File: config.mk
export PLATFORM = sky130hd
export DESIGN_NAME = ulsr_line_status
export DESIGN_NICKNAME = d
export VERILOG_FILES = /design/src/common/ulsr_pkg.sv /design/src/common/ulsr_fifo_if.sv /design/src/verilog/ulsr_line_status.sv /design/src/verilog/ulsr_rx_store.sv
export VERILOG_INCLUDE_DIRS = /design/src /design/src/common
export SDC_FILE = /design/constraint.sdc
export NUM_CORES = 1
export LEC_CHECK = 0
export BUFFER_PORTS_ARGS = -buffer_cell sky130_fd_sc_hd__buf_2
export CORE_MARGIN = 8
export CORE_UTILIZATION = 60
export DETAILED_ROUTE_END_ITERATION = 7
export GPL_ROUTABILITY_DRIVEN = 0
export HOLD_SLACK_MARGIN = 0.12
export PLACE_DENSITY = 0.8
export SYNTH_ARGS = -nofsm -noshare
export SYNTH_HDL_FRONTEND = slang
export SYNTH_SLANG_ARGS = --single-unit
File: constraint.sdc
create_clock -name clk -period 11.28 [get_ports clk]
set_clock_uncertainty 0.2 [all_clocks]
set_input_delay 0.564 -clock clk [delete_from_list [all_inputs] [get_ports clk]]
set_output_delay 0.564 -clock clk [all_outputs]
set_load 0.01 [all_outputs]
File: src/common/ulsr_consts.svh
// offsets, field positions and reset values of the line status block
`ifndef ULSR_CONSTS_SVH
`define ULSR_CONSTS_SVH

// register offsets, byte addresses on the plain port
`define ULSR_OFS_RXBUF     4'h0
`define ULSR_OFS_IRQEN     4'h4
`define ULSR_OFS_LSTAT     4'h8
`define ULSR_OFS_MODEM     4'hC
`define ULSR_OFS_FIFOCTL   4'h1
`define ULSR_OFS_EVSTAT    4'h2
`define ULSR_OFS_EVCLR     4'h3
`define ULSR_OFS_EVEN      4'h5

// line status fields
`define ULSR_BIT_DR        0
`define ULSR_BIT_OE        1
`define ULSR_BIT_PE        2
`define ULSR_BIT_FE        3
`define ULSR_BIT_BI        4

// interrupt enable fields
`define ULSR_BIT_RXIE      0
`define ULSR_BIT_LSIE      2

// event status fields
`define ULSR_EV_RXCHAR     0
`define ULSR_EV_OVERRUN    1
`define ULSR_EV_PARITY     2
`define ULSR_EV_W          3

// reset values
`define ULSR_RST_IRQEN     8'h00
`define ULSR_RST_FIFOEN    1'b0

`endif

File: src/common/ulsr_pkg.sv
// types shared by the line status block
package ulsr_pkg;
    // one received character with its line flags
    typedef struct packed {
        logic [7:0] data;
        logic       parityErr;
        logic       frameErr;
        logic       breakInd;
    } ulsr_char_t;

    // read-back mux selection
    typedef enum logic [2:0] {
        ULSR_RD_NONE,
        ULSR_RD_RXBUF,
        ULSR_RD_IRQEN,
        ULSR_RD_LSTAT,
        ULSR_RD_MODEM,
        ULSR_RD_FIFOCTL,
        ULSR_RD_EVSTAT,
        ULSR_RD_EVEN
    } ulsr_rdsel_t;
endpackage

File: src/common/ulsr_fifo_if.sv
// push and pop signals between the status core and its receive store
`timescale 1ns/1ps
`default_nettype none
interface ulsr_fifo_if;
    import ulsr_pkg::*;
    logic       push;      // write one character
    ulsr_char_t pushChar;  // character to write
    logic       pop;       // drop the head character
    logic       flush;     // empty the store
    ulsr_char_t headChar;  // character at the head
    logic       empty;     // nothing stored
    logic       full;      // no room left
    modport core  (output push, pushChar, pop, flush, input headChar, empty, full);
    modport store (input push, pushChar, pop, flush, output headChar, empty, full);
endinterface
`default_nettype wire

File: src/verilog/ulsr_line_status.sv
// receive line status core: data ready, overrun and parity flags with interrupts
// Notes on behaviour
// parity flag at bit 2, interrupts when enabled
// non-FIFO parity set on bad char, read clears
// FIFO parity follows head character
// overrun flag at bit 1, interrupts when enabled
// line status read clears overrun
// non-FIFO overrun when unread character overwritten
// FIFO overrun only when full; char dropped
// overrun shows at once, not at head
// data ready at bit 0, interrupts when enabled
// non-FIFO ready on char in, read clears
// FIFO ready while any unread character remains
// software never writes the modem status register
// status read returns overrun before clearing it
//
// Implementation choices: the register offsets and the strobed register port.
`include "ulsr_consts.svh"
`timescale 1ns/1ps
`default_nettype none
module ulsr_line_status
    import ulsr_pkg::*;
#(
    parameter int FIFO_DEPTH = 16
) (
    input  wire logic        clk,
    input  wire logic        rst,
    input  wire logic [3:0]  addr,
    input  wire logic [31:0] wrData,
    input  wire logic        wrStb,
    input  wire logic        rdStb,
    output logic      [31:0] rdData,
    input  wire logic        rxValid,
    input  wire logic [7:0]  rxData,
    input  wire logic        rxParityErr,
    input  wire logic        rxFrameErr,
    input  wire logic        rxBreak,
    input  wire logic [7:0]  modemStatus,
    output logic             irq,
    output logic             rxDataIrq,
    output logic             lineStatusIrq
);
    // all state of the core
    typedef struct packed {
        ulsr_char_t             holdChar;   // non-FIFO receive buffer
        logic                   holdFull;   // non-FIFO buffer unread
        logic                   overrun;    // sticky overrun flag
        logic                   fifoEn;     // FIFO mode select
        logic [7:0]             irqEnable;  // interrupt enable register
        logic [`ULSR_EV_W-1:0]  evStatus;   // sticky event bits
        logic [`ULSR_EV_W-1:0]  evEnable;   // event interrupt enables
        logic [31:0]            rdData;     // read data, one cycle late
        logic                   irq;        // event interrupt out
        logic                   rxDataIrq;  // data ready request
        logic                   lsIrq;      // line status request
    } ulsr_state_t;

    ulsr_state_t s_q;  // registered state
    ulsr_state_t s_d;  // next state

    ulsr_fifo_if fifo ();

    ulsr_rx_store #(
        .DEPTH (FIFO_DEPTH)
    ) u_store (
        .clk  (clk),
        .rst  (rst),
        .fifo (fifo)
    );

    // decoded accesses
    logic rdRxBuf;    // receive buffer read, consumes a character
    logic rdLstat;    // line status read, clears overrun
    logic wrIrqEn;    // interrupt enable write
    logic wrFifoCtl;  // FIFO mode write
    logic wrEvClr;    // event clear write
    logic wrEvEn;     // event enable write

    assign rdRxBuf   = rdStb && (addr == `ULSR_OFS_RXBUF);
    assign rdLstat   = rdStb && (addr == `ULSR_OFS_LSTAT);
    assign wrIrqEn   = wrStb && (addr == `ULSR_OFS_IRQEN);
    assign wrFifoCtl = wrStb && (addr == `ULSR_OFS_FIFOCTL);
    assign wrEvClr   = wrStb && (addr == `ULSR_OFS_EVCLR);
    assign wrEvEn    = wrStb && (addr == `ULSR_OFS_EVEN);

    // current character and flags, from buffer or FIFO head
    ulsr_char_t curChar;   // character a read would return
    logic       dataReady; // bit 0 value
    logic       parityNow; // bit 2 value
    logic       overrunEv; // overrun happens this cycle
    logic [7:0] lineStat;  // assembled line status

    always_comb begin
        curChar   = s_q.fifoEn ? fifo.headChar : s_q.holdChar;
        // FIFO: ready while anything unread; otherwise buffer full
        dataReady = s_q.fifoEn ? !fifo.empty : s_q.holdFull;
        // parity follows the character a read would return
        parityNow = dataReady && curChar.parityErr;
        // FIFO full: new character is dropped, never pushed
        overrunEv = rxValid && (s_q.fifoEn ? fifo.full : s_q.holdFull);
        lineStat  = 8'h00;
        lineStat[`ULSR_BIT_DR] = dataReady;
        lineStat[`ULSR_BIT_OE] = s_q.overrun;
        lineStat[`ULSR_BIT_PE] = parityNow;
        lineStat[`ULSR_BIT_FE] = dataReady && curChar.frameErr;
        lineStat[`ULSR_BIT_BI] = dataReady && curChar.breakInd;
    end

    // store drive: push only when room, pop on buffer read
    assign fifo.push     = s_q.fifoEn && rxValid && !fifo.full;
    assign fifo.pushChar = '{data: rxData, parityErr: rxParityErr,
                             frameErr: rxFrameErr, breakInd: rxBreak};
    assign fifo.pop      = s_q.fifoEn && rdRxBuf;
    assign fifo.flush    = wrFifoCtl;

    // next state of the core
    always_comb begin
        logic [`ULSR_EV_W-1:0] evSet;
        evSet = '0;
        s_d   = s_q;
        // non-FIFO buffer: read empties, new character overwrites
        if (rdRxBuf && !s_q.fifoEn) begin
            s_d.holdFull = 1'b0;
        end
        if (rxValid && !s_q.fifoEn) begin
            s_d.holdChar = fifo.pushChar;
            s_d.holdFull = 1'b1;
        end
        // overrun: read clears, a new overrun in the same cycle wins
        if (rdLstat) begin
            s_d.overrun = 1'b0;
        end
        if (overrunEv) begin
            s_d.overrun = 1'b1;
        end
        // software registers
        if (wrIrqEn) begin
            s_d.irqEnable = wrData[7:0];
        end
        if (wrFifoCtl) begin
            s_d.fifoEn   = wrData[0];
            s_d.holdFull = 1'b0;
        end
        if (wrEvEn) begin
            s_d.evEnable = wrData[`ULSR_EV_W-1:0];
        end
        // sticky events; set beats clear
        evSet[`ULSR_EV_RXCHAR]  = rxValid;
        evSet[`ULSR_EV_OVERRUN] = overrunEv;
        evSet[`ULSR_EV_PARITY]  = rxValid && rxParityErr;
        if (wrEvClr) begin
            s_d.evStatus = s_q.evStatus & ~wrData[`ULSR_EV_W-1:0];
        end
        s_d.evStatus = s_d.evStatus | evSet;
        // read data sampled from the pre-read state
        s_d.rdData = 32'h0000_0000;
        if (rdStb) begin
            case (addr)
                `ULSR_OFS_RXBUF:   s_d.rdData = {24'h00_0000, curChar.data};
                `ULSR_OFS_IRQEN:   s_d.rdData = {24'h00_0000, s_q.irqEnable};
                `ULSR_OFS_LSTAT:   s_d.rdData = {24'h00_0000, lineStat};
                `ULSR_OFS_MODEM:   s_d.rdData = {24'h00_0000, modemStatus};
                `ULSR_OFS_FIFOCTL: s_d.rdData = {31'h0000_0000, s_q.fifoEn};
                `ULSR_OFS_EVSTAT:  s_d.rdData = {29'h0000_0000, s_q.evStatus};
                `ULSR_OFS_EVEN:    s_d.rdData = {29'h0000_0000, s_q.evEnable};
                default:           s_d.rdData = 32'h0000_0000;
            endcase
        end
        // event request follows the flags that will stand next cycle; data ready and line status requests follow the current flags
        s_d.irq = |(s_d.evStatus & s_d.evEnable);
        s_d.rxDataIrq = s_q.irqEnable[`ULSR_BIT_RXIE] && dataReady;
        s_d.lsIrq = s_q.irqEnable[`ULSR_BIT_LSIE]
                    && (s_q.overrun || parityNow
                        || lineStat[`ULSR_BIT_FE] || lineStat[`ULSR_BIT_BI]);
    end

    // state register
    always_ff @(posedge clk or posedge rst) begin
        if (rst) begin
            s_q           <= '0;
            s_q.fifoEn    <= `ULSR_RST_FIFOEN;
            s_q.irqEnable <= `ULSR_RST_IRQEN;
        end else begin
            s_q <= s_d;
        end
    end

    // outputs straight from flip-flops
    assign rdData        = s_q.rdData;
    assign irq           = s_q.irq;
    assign rxDataIrq     = s_q.rxDataIrq;
    assign lineStatusIrq = s_q.lsIrq;

    // checks on flags and requests, all on the one clock, off in reset

    // read-only places: a write there must leave the setup alone
    a_ro_write_ignored: assert property (@(posedge clk) disable iff (rst)
        wrStb && (addr == `ULSR_OFS_MODEM || addr == `ULSR_OFS_LSTAT)
        |=> $stable(s_q.irqEnable) && $stable(s_q.fifoEn) && $stable(s_q.evEnable))
        else $error("read-only place took a write");

    // overrun seen at once, not when its slot reaches the head
    a_overrun_set: assert property (@(posedge clk) disable iff (rst)
        overrunEv
        |=> s_q.overrun)
        else $error("overrun not flagged");

    // status read clears unless a new overrun lands together
    a_overrun_clear: assert property (@(posedge clk) disable iff (rst)
        rdLstat && !overrunEv
        |=> !s_q.overrun)
        else $error("overrun not cleared");

    // the clearing read still returns the flag
    a_overrun_readback: assert property (@(posedge clk) disable iff (rst)
        rdLstat && s_q.overrun
        |=> rdData[`ULSR_BIT_OE])
        else $error("overrun lost");

    // full store: extra character dropped, store stays full, overrun set
    a_fifo_no_push: assert property (@(posedge clk) disable iff (rst)
        s_q.fifoEn && fifo.full && rxValid && !rdRxBuf && !wrFifoCtl
        |=> fifo.full && s_q.overrun)
        else $error("full store took a character");

    // buffer overwrite before the read
    a_nonfifo_overrun: assert property (@(posedge clk) disable iff (rst)
        !s_q.fifoEn && s_q.holdFull && rxValid && !wrFifoCtl
        |=> s_q.overrun)
        else $error("buffer overwrite missed");

    // data ready request follows its enable
    a_ready_irq: assert property (@(posedge clk) disable iff (rst)
        s_q.irqEnable[`ULSR_BIT_RXIE] && dataReady
        |=> rxDataIrq)
        else $error("data ready irq missing");

    // parity request follows its enable
    a_parity_irq: assert property (@(posedge clk) disable iff (rst)
        s_q.irqEnable[`ULSR_BIT_LSIE] && parityNow
        |=> lineStatusIrq)
        else $error("parity irq missing");

    // a buffer read empties the buffer
    a_nonfifo_read: assert property (@(posedge clk) disable iff (rst)
        !s_q.fifoEn && rdRxBuf && !rxValid && !wrFifoCtl
        |=> !s_q.holdFull)
        else $error("read did not empty buffer");

    // first character into an empty store raises ready
    a_fifo_ready: assert property (@(posedge clk) disable iff (rst)
        s_q.fifoEn && fifo.empty && fifo.push && !wrFifoCtl
        |=> !fifo.empty)
        else $error("ready not raised");

    // overrun request follows its enable
    a_overrun_irq: assert property (@(posedge clk) disable iff (rst)
        s_q.irqEnable[`ULSR_BIT_LSIE] && s_q.overrun
        |=> lineStatusIrq)
        else $error("overrun irq missing");

    // masked data ready never requests
    a_ready_irq_off: assert property (@(posedge clk) disable iff (rst)
        !s_q.irqEnable[`ULSR_BIT_RXIE]
        |=> !rxDataIrq)
        else $error("masked data ready irq");

    // masked line status never requests
    a_ls_irq_off: assert property (@(posedge clk) disable iff (rst)
        !s_q.irqEnable[`ULSR_BIT_LSIE]
        |=> !lineStatusIrq)
        else $error("masked line status irq");

    // status read returns ready as it stood at the strobe
    a_status_ready_bit: assert property (@(posedge clk) disable iff (rst)
        rdLstat
        |=> rdData[`ULSR_BIT_DR] == $past(dataReady))
        else $error("ready bit misread");

    // status read returns parity as it stood at the strobe
    a_status_parity_bit: assert property (@(posedge clk) disable iff (rst)
        rdLstat
        |=> rdData[`ULSR_BIT_PE] == $past(parityNow))
        else $error("parity bit misread");

    // status read returns overrun as it stood at the strobe
    a_status_overrun_bit: assert property (@(posedge clk) disable iff (rst)
        rdLstat
        |=> rdData[`ULSR_BIT_OE] == $past(s_q.overrun))
        else $error("overrun bit misread");

    // read data stand one cycle only, zero otherwise
    a_rddata_idle: assert property (@(posedge clk) disable iff (rst)
        !rdStb
        |=> rdData == 32'h0000_0000)
        else $error("read data left standing");

    // ready stays while anything unread remains
    a_ready_holds: assert property (@(posedge clk) disable iff (rst)
        s_q.fifoEn && !fifo.empty && !fifo.pop && !fifo.flush
        |=> !fifo.empty)
        else $error("ready dropped early");

    // no push, no ready
    a_empty_stays: assert property (@(posedge clk) disable iff (rst)
        s_q.fifoEn && fifo.empty && !fifo.push
        |=> fifo.empty)
        else $error("ready without a character");

    // buffer fills on every arrival
    a_nonfifo_ready_set: assert property (@(posedge clk) disable iff (rst)
        !s_q.fifoEn && rxValid && !wrFifoCtl
        |=> s_q.holdFull)
        else $error("ready not set");

    // bad character in the buffer shows parity
    a_nonfifo_parity_set: assert property (@(posedge clk) disable iff (rst)
        !s_q.fifoEn && rxValid && rxParityErr && !wrFifoCtl
        |=> parityNow)
        else $error("parity not set");

    // reading the bad character clears parity
    a_nonfifo_parity_clear: assert property (@(posedge clk) disable iff (rst)
        !s_q.fifoEn && rdRxBuf && !rxValid && !wrFifoCtl
        |=> !parityNow)
        else $error("parity not cleared");

    // bad character landing at an empty head shows parity
    a_fifo_parity_head: assert property (@(posedge clk) disable iff (rst)
        s_q.fifoEn && fifo.empty && fifo.push && rxParityErr && !wrFifoCtl
        |=> parityNow)
        else $error("head parity missed");

    // store mode flags overrun only when full
    a_overrun_only_full: assert property (@(posedge clk) disable iff (rst)
        s_q.fifoEn && !fifo.full && !s_q.overrun
        |=> !s_q.overrun)
        else $error("overrun without full store");

    // only a status read takes overrun away
    a_overrun_holds: assert property (@(posedge clk) disable iff (rst)
        s_q.overrun && !rdLstat
        |=> s_q.overrun)
        else $error("overrun vanished");

endmodule
`default_nettype wire

File: src/verilog/ulsr_rx_store.sv
// receive character store, a circular buffer of flip-flops
`timescale 1ns/1ps
`default_nettype none
module ulsr_rx_store
    import ulsr_pkg::*;
#(
    parameter int DEPTH = 16
) (
    input  wire logic   clk,
    input  wire logic   rst,
    ulsr_fifo_if.store  fifo
);
    localparam int AW = $clog2(DEPTH);

    // all state of the store
    typedef struct packed {
        ulsr_char_t [DEPTH-1:0] mem;
        logic [AW-1:0]          wrPtr;
        logic [AW-1:0]          rdPtr;
        logic [AW:0]            count;
    } ulsr_store_t;

    ulsr_store_t s_q;  // registered state
    ulsr_store_t s_d;  // next state

    // push when room, pop when data; both at once keeps count
    always_comb begin
        logic doPush;
        logic doPop;
        doPush = 1'b0;
        doPop  = 1'b0;
        s_d    = s_q;
        doPush = fifo.push && !fifo.full;
        doPop  = fifo.pop && !fifo.empty;
        if (doPush) begin
            s_d.mem[s_q.wrPtr] = fifo.pushChar;
            s_d.wrPtr = (s_q.wrPtr == AW'(DEPTH - 1)) ? '0 : s_q.wrPtr + 1'b1;
        end
        if (doPop) begin
            s_d.rdPtr = (s_q.rdPtr == AW'(DEPTH - 1)) ? '0 : s_q.rdPtr + 1'b1;
        end
        if (doPush && !doPop) begin
            s_d.count = s_q.count + 1'b1;
        end else if (doPop && !doPush) begin
            s_d.count = s_q.count - 1'b1;
        end
        // flush wins: contents become unreachable
        if (fifo.flush) begin
            s_d.wrPtr = '0;
            s_d.rdPtr = '0;
            s_d.count = '0;
        end
    end

    // state register
    always_ff @(posedge clk or posedge rst) begin
        if (rst) begin
            s_q <= '0;
        end else begin
            s_q <= s_d;
        end
    end

    assign fifo.headChar = s_q.mem[s_q.rdPtr];
    assign fifo.empty    = (s_q.count == '0);
    assign fifo.full     = (s_q.count == (AW+1)'(DEPTH));
endmodule
`default_nettype wire
Word level (Yosys, flattened, before mapping) --
Index checks and enable logic that the tools add are counted.
Storage, ports and cells: logic and storage cells 165, register bits 252, memories 0, RAM bits 0, input bits 60, ROM bits 0, latch bits 0, output and inout bits 35
Operators by class: $lt $le $gt $ge 3, bitwise gates (word level) 4, divide/modulo/power cells 0, add/subtract/negate cells 4, multipliers 0, shifts and indexed selects 0, multiplexer cells 24, reductions and logical operators 39, equality and inequality tests 10
Operators by type and width (number):
- $bwmux 176 | 1
- $pmux 8 s7 | 1
- $bmux 11 s4 | 1
- $demux 11 s4 | 1
- $mux 11 | 3
- $logic_and 1x1->1 | 23
- $eq 4x4->1 const B | 4
- $mux 4 | 4
- $mux 13 | 1
- $lt 4x5->1 const B | 2
- $mux 5 | 2
- $add 4x1->4 const B | 2
- $eq 4x2->1 const B | 2
- $eq 4x3->1 const B | 2
- $mux 8 | 1
- $mux 1 | 7
- $and 3x3->3 | 2
- $mux 3 | 2
- $reduce_bool 2->1 | 3
- $reduce_bool 3->1 | 2
- $add 5x1->5 const B | 1
- $eq 5x5->1 const B | 1
- $logic_not 1->1 | 5
- $logic_not 5->1 | 1
- other kinds (8) | 10

Depth between registers and ports, before layout --
Gate-level depths: netlist of the first run.
word-level depth 9, gate-level depth with buffers 11, depth with buffers taken out 10

Cells and area by module --
Synthesis of the first run repeated with hierarchy kept, for this count alone.
Second synthesis, totals: cell total of the unflattened synthesis 814, area total of the unflattened synthesis 11320.9 sq um
By module, submodules not included:
- ulsr_rx_store | cells an instance 607, times used 1, sequential area each 4729.5 sq um, area each 9052.4 sq um
- ulsr_line_status | cells an instance 207, times used 1, sequential area each 975.9 sq um, area each 2268.4 sq um

Worst setup path after synthesis of the first run --
OpenSTA, ideal clock, no wires.
path kind input-to-reg, start point in addr[1], end point reg u_store.s_q[4] (netlist name), setup slack 8044 ps, setup time 80 ps, stages 10, arrival 2955 ps, data required time 11000 ps, buffers on the path 1, cells stage by stage buf_6 nor4_4 o2111ai_2 nand2_1 ha_1 nor2b_1 o21a_1 or4_4 and3_1 nor3_2
Between the ends: word-level cells in the longest chain between the ends 8, elaborated cells on any way between the ends 12, classes of those cells eq/ne: 1; mux: 2; reduce/logical: 9
RTL lines:
- start, declared | RTL line ulsr_line_status.sv:28 | input wire logic [3:0] addr,
- $logic_not 4->1
- $logic_and 1x1->1 | RTL line ulsr_line_status.sv:79 | assign rdRxBuf = rdStb && (addr == `ULSR_OFS_RXBUF);
- $logic_and 1x1->1 | RTL line ulsr_line_status.sv:113 | assign fifo.pop = s_q.fifoEn && rdRxBuf;
- $logic_and 1x1->1 | RTL line ulsr_rx_store.sv:34 | doPop = fifo.pop && !fifo.empty;
- $logic_not 1->1 | RTL line ulsr_rx_store.sv:42 | if (doPush && !doPop) begin
- $logic_and 1x1->1 | RTL line ulsr_rx_store.sv:42
- $mux 5 | RTL line ulsr_rx_store.sv:42
- $mux 13 | RTL line ulsr_rx_store.sv:48 | if (fifo.flush) begin
- end signal, assigned | RTL line ulsr_rx_store.sv:58 | s_q <= '0;
- end signal, assigned | RTL line ulsr_rx_store.sv:60 | s_q <= s_d;
- end, declared | RTL line ulsr_rx_store.sv:23 | ulsr_store_t s_q;
Parallel ways exist; a longest one is shown, timed or not. A chain may end at the register's enable or synchronous reset.

Worst setup path in the final report of the first run --
start point reg u_store.s_q[0] (netlist name), end point reg u_store.s_q[4] (netlist name)
Between the ends: word-level cells in the longest chain between the ends 7, elaborated cells on any way between the ends 17, classes of those cells add/sub: 2; eq/ne: 1; mux: 3; reduce/logical: 11
RTL lines:
- branches (longest 7 deep; another with $sub 5x1->5)
Parallel ways; which one is timed is not known. The select of a mux whose other input is x is not followed.

==> impl_metrics.py, run 1 <==
metrics = {
    "status": {
        "status": "completed",
    },
    "route": {
        "drtAntennaViolNets": 0,
        "dr.pass1.iters": 5,
        "wl_per_cell_um": 23.09,
        "drt-initial-drc-count": 438,
        "drc": 0,
        "vias_per_cell": 6.212,
        "wirelength_mm": 24.98,
        "vias": 6721,
    },
    "timing": {
        "finalSetupViolCount": 0,
        "relSlewSlack_pct": 16.43,
        "layout_setup_ws_ns": 7.787,
        "rsz0062_at_grt": "false",
        "post-route-min-period_ns": 3.493,
        "whs_ns": 0.1390,
        "fmax_ghz": 0.2863,
        "fin_tns_setup_ns": 0,
        "worst_slew_pin_slew_ns": 1.249,
        "hold_viol_final": 0,
        "slew_viol_final": 0,
        "finalCritPeriodShare_pct": 30.97,
    },
    "min_path": {
        "hold_depth": 2,
        "hold_path_class": "in2reg",
    },
    "final_layout": {
        "num_antenna_cells": 0,
        "final_common_cell": "dfrtp_1",
        "seq_area_um2": 5708,
        "drive_gt1_share_pct": 42.44,
        "final_nets": 905,
        "finalNonFillerCells": 1082,
        "finalInstanceArea_um2": 12240,
        "final_cell_mix": "dfrtp_1, mux2_2, buf_2",
        "syn_to_final_growth_pct": 11.53,
        "fillers": 1174,
        "multiInputGateArea_um2": 4863,
        "utilization_pct": 68.13,
    },
    "clock_network": {
        "clock-sinks": 228,
        "cts-root-buf": "clkbuf_16",
        "cts_inserted_buffers": 24,
        "ctsResizeCount": 0,
        "clock_latency_ns": 0.53,
        "cts_buffer_depth": 3,
        "cts.clk_slew.worst_paths_ns": 0.06,
        "cts_max_level": 1,
        "cts_tree": "done",
    },
    "setup_path": {
        "reg2reg_depth": 9,
        "endpoint_kind": "flip-flop",
        "crit_type": "reg2reg",
        "worstPathMaxFanout": 7,
        "required_ns": 11.52,
        "setup.worst_path.start_class": "flip-flop",
        "crit_arrival_ns": 3.73,
    },
    "place": {
        "hpwl_mm": 15.98,
        "placed_cell_area_um2": 11290,
        "portBuffers": 46,
        "place_inst": 1031,
        "pre_cts_slack_ns": 7.543,
    },
    "floorplan": {
        "placement_rows": 49,
        "die_area_um2": 22870,
        "die_h_um": 151.2,
        "coreArea_um2": 17960,
        "start_util_pct": 61.09,
        "ios": 95,
        "dieWidth_um": 151.2,
    },
    "synth": {
        "yosysTopAreaCell": "dfrtp_1",
        "synthDistinctLibCells": 58,
        "synth_edf_count": 0,
        "async_flop_share_pct": 100.0,
        "ys_seq_area_share_pct": 51.99,
        "synthTopCellsByArea": "dfrtp_1, mux2_2, mux4_2, mux2i_1, buf_4",
        "syn-instance-count": 797,
        "synth_top_cell_area_share_pct": 51.99,
        "ys_warn_count": 0,
        "synthFlopType": "dfrtp_1",
        "ys_ff_latch": 228,
        "avgSynthCellArea_um2": 13.77,
        "synth.cell_area_um2": 10970,
    },
    "power": {
        "power.total_mw": 2.975,
        "vdd_ir_drop_max_v": 0.0001617,
        "p_leak_nw": 5.499,
        "powerDensity_nw_per_um2": 243.1,
    },
    "global_routing": {
        "grt-ovfl-total": 0,
        "grt_max_degree": 149,
        "first_global_vias": 7334,
        "grt_pass1_wl_mm": 39.93,
        "antenna_found_initial": 0,
        "grt.total_usage_pct": 22.58,
    },
    "job": {
        "drv_cap": 0,
    },
}
-- final timing paths --
| kind | from | to | slack, ns |
|---|---|---|---|
| max in group asynchronous | rst | u_store.s_q[5] | 8.57 |
| worst max-delay path | u_store.s_q[0] | u_store.s_q[4] | 7.79 |
| worst min register to register | u_store.s_q[108] | u_store.s_q[108] | 0.29 |
| worst min-delay path | wrData[1] | s_q[42] | 0.14 |
| min in group asynchronous | rst | u_store.s_q[49] | 0.57 |
| worst max register to register | u_store.s_q[0] | u_store.s_q[4] | 7.79 |
-- worst max-delay path, stage by stage, from the launching register on --
cell and delay [ns]:
dfrtp_1 0.42, or4_4 0.59, o2111ai_2 0.43, nand2_1 0.23, ha_1 0.39, nor2b_1 0.15, o21a_1 0.18, or4_4 0.51
and3_1 0.19, nor3_2 0.13
-- repair_timing --
| action | 4_1_cts | 5_1_grt |
|---|---|---|
| setup buffers | 0 | 0 |
| hold endpoints to repair | 14 | 0 |
| hold buffers | 8 | 0 |
-- cells in the mapped netlist, drive strengths merged (8+ instances only) --
cell    count
a21oi      22
mux2      203
ha          8
buf        69
nor2       35
nand2      30
nor3        8
o21ai      15
mux4       44
clkbuf     16
dfrtp     228
mux2i      26
inv        10
-- final cells by class --
type                            count  share of cell area (%)
Inverter                           11                  0.3987
Clock inverter                      9                   1.278
Sequential cell                   228                   46.64
Timing Repair Buffer               75                   3.823
Tap cell                          229                   2.341
Multi-Input combinational cell    496                   39.74
Clock buffer                       34                   5.786
-- sequential cells by signal (all words and copies together) (netlist names) --
register,count
irq,1
s_q,27
rxDataIrq,1
u_store.s_q,189
lineStat,1
rdData,8
lineStatusIrq,1
-- logic make-up (layout without fill, tap and decap cells) --
family / after synthesis / count (layout) / share of synthesized area, %
buffers and inverters: 96 / 129 / 4.663
flip-flops: 228 / 228 / 51.99
other: 1 / 24 / 0.03417
AO/OA/AOI/OAI: 73 / 73 / 4.413
XOR/XNOR: 5 / 5 / 0.4675
AND/OR/NAND/NOR: 112 / 112 / 5.108
adder cells (fa/ha/maj): 9 / 9 / 1.095
multiplexers: 273 / 273 / 32.23
-- report_power, final --
group          leakage, nW  switching (mW)  internal, mW
Clock                0.429           0.319         0.528
Sequential            2.92           0.179          1.14
Combinational         2.15           0.343         0.470
Total                 5.50           0.841          2.13
-- per-layer routing --
layer	part of all wire, %	global-route usage, %
met5	0	0
met4	2.9	7.224
met3	6.5	3.854
met2	49	38.64
met1	42	28.77
Note: power is estimated with default switching activity, not from simulation.
==> inputs of run 2 (changes only) <==
Settings changed: CORE_UTILIZATION 60 to 54, PLACE_DENSITY 0.8 to 0.76.
Clock period 11.28 ns to 2.9 ns, I/O delays scaled along.
==> impl_metrics.py, run 2 (synthesis results as in run 1) <==
metrics = {
    "clock_network": {
        "cts_tree": "done",
        "cts_max_level": 1,
        "cts.clk_slew.worst_paths_ns": 0.06,
        "cts_buffer_depth": 3,
        "clock-sinks": 228,
        "clock_latency_ns": 0.51,
        "cts-root-buf": "clkbuf_16",
        "cts_inserted_buffers": 25,
    },
    "setup_path": {
        "crit_path_end": "u_store.s_q[4]",
        "setup.worst_path.start_class": "flip-flop",
        "endpoint_kind": "flip-flop",
        "required_ns": 3.14,
        "r2r_setup_slack_ns": 0.08,
        "crit_arrival_ns": 3.06,
        "worstPathMaxFanout": 5,
        "critPathLaunch": "u_store.s_q[1]",
        "crit_type": "reg2reg",
        "reg2reg_depth": 9,
        "r2r_end": "u_store.s_q[4]",
        "r2r-start": "u_store.s_q[1]",
    },
    "timing": {
        "layout_setup_ws_ns": 0.08155,
        "hold_viol_final": 0,
        "post-route-min-period_ns": 2.818,
        "finalCritPeriodShare_pct": 97.19,
        "worst_slew_pin_slew_ns": 1.360,
        "fmax_ghz": 0.3548,
        "slew_viol_final": 0,
        "finalSetupViolCount": 0,
        "rsz0062_at_grt": "true",
        "relSlewSlack_pct": 8.971,
    },
    "power": {
        "p_leak_nw": 5.790,
        "vdd_ir_drop_max_v": 0.0005795,
        "powerDensity_nw_per_um2": 903.5,
        "power.total_mw": 11.71,
    },
    "place": {
        "place_inst": 1089,
        "portBuffers": 46,
        "hpwl_mm": 15.90,
        "pre_cts_slack_ns": 0.03099,
    },
    "global_routing": {
        "antenna_found_initial": 2,
        "first_global_vias": 7421,
        "grt_max_degree": 102,
        "grt-ovfl-total": 0,
        "grt.total_usage_pct": 20.97,
        "grt_pass1_wl_mm": 41.00,
    },
    "final_layout": {
        "syn_to_final_growth_pct": 18.14,
        "final_common_cell": "dfrtp_1",
        "utilization_pct": 64.49,
        "final_nets": 967,
        "final_cell_mix": "dfrtp_1, mux2_2, dlygate4sd3_1",
        "largest_register": "u_store.s_q",
        "largest_reg_flops": 189,
        "finalNonFillerCells": 1188,
        "drive_gt1_share_pct": 42.36,
    },
    "floorplan": {
        "die_h_um": 158.6,
        "coreArea_um2": 20100,
        "start_util_pct": 54.59,
        "ios": 95,
        "dieWidth_um": 158.6,
        "placement_rows": 52,
        "die_area_um2": 25140,
    },
    "min_path": {
        "hold_path_class": "in2async",
    },
    "route": {
        "dr.pass1.iters": 5,
        "vias_per_cell": 5.792,
        "drtAntennaViolNets": 0,
        "drt-initial-drc-count": 481,
        "wl_per_cell_um": 21.75,
        "vias": 6881,
        "drc": 0,
        "wirelength_mm": 25.84,
    },
    "status": {
        "status": "completed",
    },
    "job": {
        "drv_cap": 0,
    },
}
==> run 2: cell types whose count changed in the layout (fill, tap and decap cells not counted), sizes merged <==
cell and delta:
clkinv +2, clkinvlp +1, buf +17, clkbuf +2, dlygate4sd3 +40, dlymetal6s4s +1, diode +2
==> run 2: final cells by class <==
class | count | area [um^2]
clock buffer | 33 | 685.7
inverter | 11 | 45.04
multi-input combinational | 496 | 4906
clock inverter | 12 | 163.9
fill | 1444 | 7139
antenna | 2 | 5.005
sequential | 228 | 5708
tap | 270 | 337.8
timing repair buffer | 136 | 1114
==> run 2: report_power, final <==
part           internal [mW]  total (mW)  switching [mW]
registers               4.43        5.09           0.669
logic                   2.00        3.36            1.37
clock network           2.01        3.26            1.24
total                   8.44        11.7            3.28
==> run 2: worst min-delay path by stage <==
stage            start              end  slack (ns)
3_3_place_gp       rst  u_store.s_q[80]        0.18
4_1_cts        addr[3]        rdData[4]        0.15
2_1_floorplan  rxValid          s_q[38]        0.06
3_5_place_dp       rst  u_store.s_q[80]        0.17
6_report           rst  u_store.s_q[25]        0.16
5_1_grt            rst  u_store.s_q[80]        0.22
==> run 2: metal layers <==
| layer | global-route usage, % | routed length, um |
|---|---|---|
| met4 | 6.556 | 620 |
| met5 | 0 | 0 |
| met2 | 34.97 | 12430 |
| met1 | 27.69 | 11290 |
| met3 | 3.393 | 1496 |
==> run 2: metrics by stage <==
stage	setup TNS (ns)	hold slack [ns]	instance area (um^2)
floorplan	-96.90	0.05678	11100
global placement	0	0.1752	11550
detailed placement	0	0.1717	11550
CTS	0	0.1459	12900
global route	-0.006985	0.2188	12960
finish	0	0.1574	12960
==> run 2: worst max-delay path, cell delays in order, from the launching register on <==
cell,delay (ns)
dfrtp_1,0.37
or4_4,0.57
o211a_4,0.29
nand2_4,0.09
ha_4,0.21
nor2b_1,0.13
o21a_1,0.18
or4_4,0.43
and3_4,0.18
nor3_2,0.09
==> run 2: timing repair <==
item | in CTS | in global routing
setup buffers | 0 | 1
hold endpoints to repair | 454 | 0
setup endpoints to repair | 0 | 4
hold buffers | 50 | 0
gates resized for setup | 0 | 5
==> inputs of run 3 (changes only) <==
Settings changed: RECOVER_POWER set to 25, SYNTH_HIERARCHICAL set to 1.
==> impl_metrics.py, run 3 <==
metrics = {
    "setup_path": {
        "r2r_setup_slack_ns": 0.11,
        "crit_arrival_ns": 2.98,
        "required_ns": 3.09,
        "setup.worst_path.start_class": "flip-flop",
        "worstPathMaxFanout": 4,
        "endpoint_kind": "flip-flop",
        "crit_type": "reg2reg",
    },
    "synth": {
        "synth.cell_area_um2": 11320,
        "avgSynthCellArea_um2": 13.91,
        "syn-instance-count": 814,
        "synth.most_common_cell": "dfrtp_1",
        "ys_seq_area_share_pct": 50.40,
        "synthFlopType": "dfrtp_1",
        "synth_edf_count": 0,
        "yosysTopAreaCell": "dfrtp_1",
        "synthTopCellsByArea": "dfrtp_1, mux2_2, mux4_2, mux2_4, buf_4",
        "synth_commonest_cells": "dfrtp_1, mux2_2, mux4_2, buf_4, nand2_1",
        "synth_top_cell_area_share_pct": 50.40,
        "synthDistinctLibCells": 70,
        "ys_warn_count": 6,
        "async_flop_share_pct": 100.0,
        "ys_ff_latch": 228,
    },
    "final_layout": {
        "final_cell_mix": "dfrtp_1, mux2_2, dlygate4sd3_1",
        "largest_reg_flops": 189,
        "final_common_cell": "dfrtp_1",
        "final_nets": 975,
        "utilization_pct": 63.04,
        "finalInstanceArea_um2": 13130,
        "drive_gt1_share_pct": 42.15,
        "syn_to_final_growth_pct": 15.95,
        "num_antenna_cells": 0,
        "fillers": 1503,
        "largest_register": "u_store/s_q",
    },
    "min_path": {
        "hold_path_class": "in2async",
    },
    "clock_network": {
        "cts_inserted_buffers": 24,
        "cts-root-buf": "clkbuf_16",
        "cts_setup_buffers": 0,
        "clock-sinks": 228,
        "cts.clk_slew.worst_paths_ns": 0.06,
        "clock_latency_ns": 0.51,
        "cts_max_level": 1,
        "cts_buffer_depth": 3,
        "cts_tree": "done",
    },
    "route": {
        "dr.pass1.iters": 4,
        "wirelength_mm": 26.15,
        "vias_per_cell": 5.928,
        "vias": 7102,
        "drtAntennaViolNets": 0,
        "wl_met2_mm": 12.57,
        "drt-initial-drc-count": 473,
        "drc": 0,
        "m1WireLength_mm": 11.30,
        "route.met3.wl_mm": 1.505,
        "wl_per_cell_um": 21.83,
        "top_layer_used": "met4",
    },
    "timing": {
        "layout_setup_ws_ns": 0.1111,
        "fmax_ghz": 0.3586,
        "slew_viol_final": 0,
        "finalCritPeriodShare_pct": 96.17,
        "finalSetupViolCount": 0,
        "fin_tns_setup_ns": 0,
        "hold_viol_final": 0,
        "relSlewSlack_pct": 30.47,
        "post-route-min-period_ns": 2.789,
        "worst_slew_pin_slew_ns": 1.038,
        "rsz0062_at_grt": "false",
    },
    "place": {
        "placed_cell_area_um2": 11870,
        "hpwl_mm": 16.90,
        "portBuffers": 46,
        "pre_cts_slack_ns": 0.02375,
    },
    "global_routing": {
        "grt.total_usage_pct": 20.28,
        "first_global_vias": 7561,
        "grt_pass1_wl_mm": 42.52,
        "antenna_found_initial": 0,
        "grt-ovfl-total": 0,
        "grt_max_degree": 64,
    },
    "floorplan": {
        "die_area_um2": 25850,
        "dieWidth_um": 160.8,
        "die_h_um": 160.8,
        "coreArea_um2": 20820,
        "start_util_pct": 54.37,
        "placement_rows": 53,
        "ios": 95,
    },
    "power": {
        "powerDensity_nw_per_um2": 774.0,
        "p_leak_nw": 6.056,
        "vdd_ir_drop_max_v": 0.0003480,
    },
    "status": {
        "status": "completed",
    },
    "job": {
        "drv_cap": 0,
    },
}
==> run 3: cell type report <==
cell class | count | area (um^2) | share of cell area, %
clock buffer | 31 | 666.9 | 5.081
clock inverter | 12 | 177.7 | 1.354
inverter | 10 | 38.79 | 0.2955
multi-input combinational | 510 | 5177 | 39.44
sequential | 228 | 5708 | 43.48
tap | 275 | 344.1 | 2.621
timing repair buffer | 132 | 1013 | 7.721
==> run 3: path summary, 6_finish.rpt <==
path,from,to,cells past startpoint
setup / recovery,u_store/s_q[3],u_store/s_q[4],11
setup reg to reg,u_store/s_q[3],u_store/s_q[4],11
hold / removal,rst,rdData[2],3
min in group clk,wrData[0],s_q[49],3
max in group asynchronous,rst,u_store/s_q[181],5
hold reg to reg,u_store/s_q[34],u_store/s_q[34],1
==> run 3: routing by layer <==
metal  vias to the layer above  global-route usage [%]
li1                       3129                       -
met1                      3680                   26.76
met2                       231                   33.37
met3                        62                   3.583
met4                         0                   6.944
met5                         -                       0
==> run 3: cell families (layout without fill, tap and decap cells) <==
kind of cell | Yosys count | count (layout) | share of synthesized area, %
AOI/OAI and AO/OA | 85 | 85 | 5.338
other | 1 | 24 | 0.03312
xor gates and xnor gates | 2 | 2 | 0.1548
muxes | 261 | 261 | 31.19
buffers and inverters | 99 | 185 | 5.106
DFF | 228 | 228 | 50.40
and+or+nand+nor | 129 | 129 | 6.720
adders and majority gates | 9 | 9 | 1.061
==> run 3: repair_timing <==
| action | in CTS | in global routing |
|---|---|---|
| endpoints found under the hold margin | 435 | 0 |
| setup endpoints to repair | 0 | 1 |
| resized for setup | 0 | 2 |
| hold buffers | 45 | 0 |
==> run 3: report_power, final <==
part / total [mW] / switching, mW / internal (mW) / leakage, nW
registers: 4.21 / 0.367 / 3.84 / 3.03
logic: 2.70 / 1.23 / 1.46 / 2.61
clock network: 3.25 / 1.26 / 1.98 / 0.416
total: 10.2 / 2.87 / 7.29 / 6.06
==> run 3: per-stage QoR <==
stage          hold slack, ns  total power [mW]  std cells
6_report               0.1879             10.16       1198
5_1_grt                0.2604             10.65       1198
4_1_cts                0.2036             10.20       1198
3_5_place_dp         -0.04578             6.871       1110
3_3_place_gp         -0.04126             6.742       1110
2_1_floorplan         0.05678             6.150        837
==> run 3: worst max-delay path, cell delays in order, from the launching register on <==
cell      delay [ns]
dfrtp_1         0.37
or4_4           0.57
nor2_4          0.10
and3b_1         0.19
a21boi_4        0.15
nand2_4         0.08
inv_1           0.05
fa_2            0.34
nand2b_4        0.16
a21oi_4         0.15
mux2i_1         0.20
nand4b_1        0.10
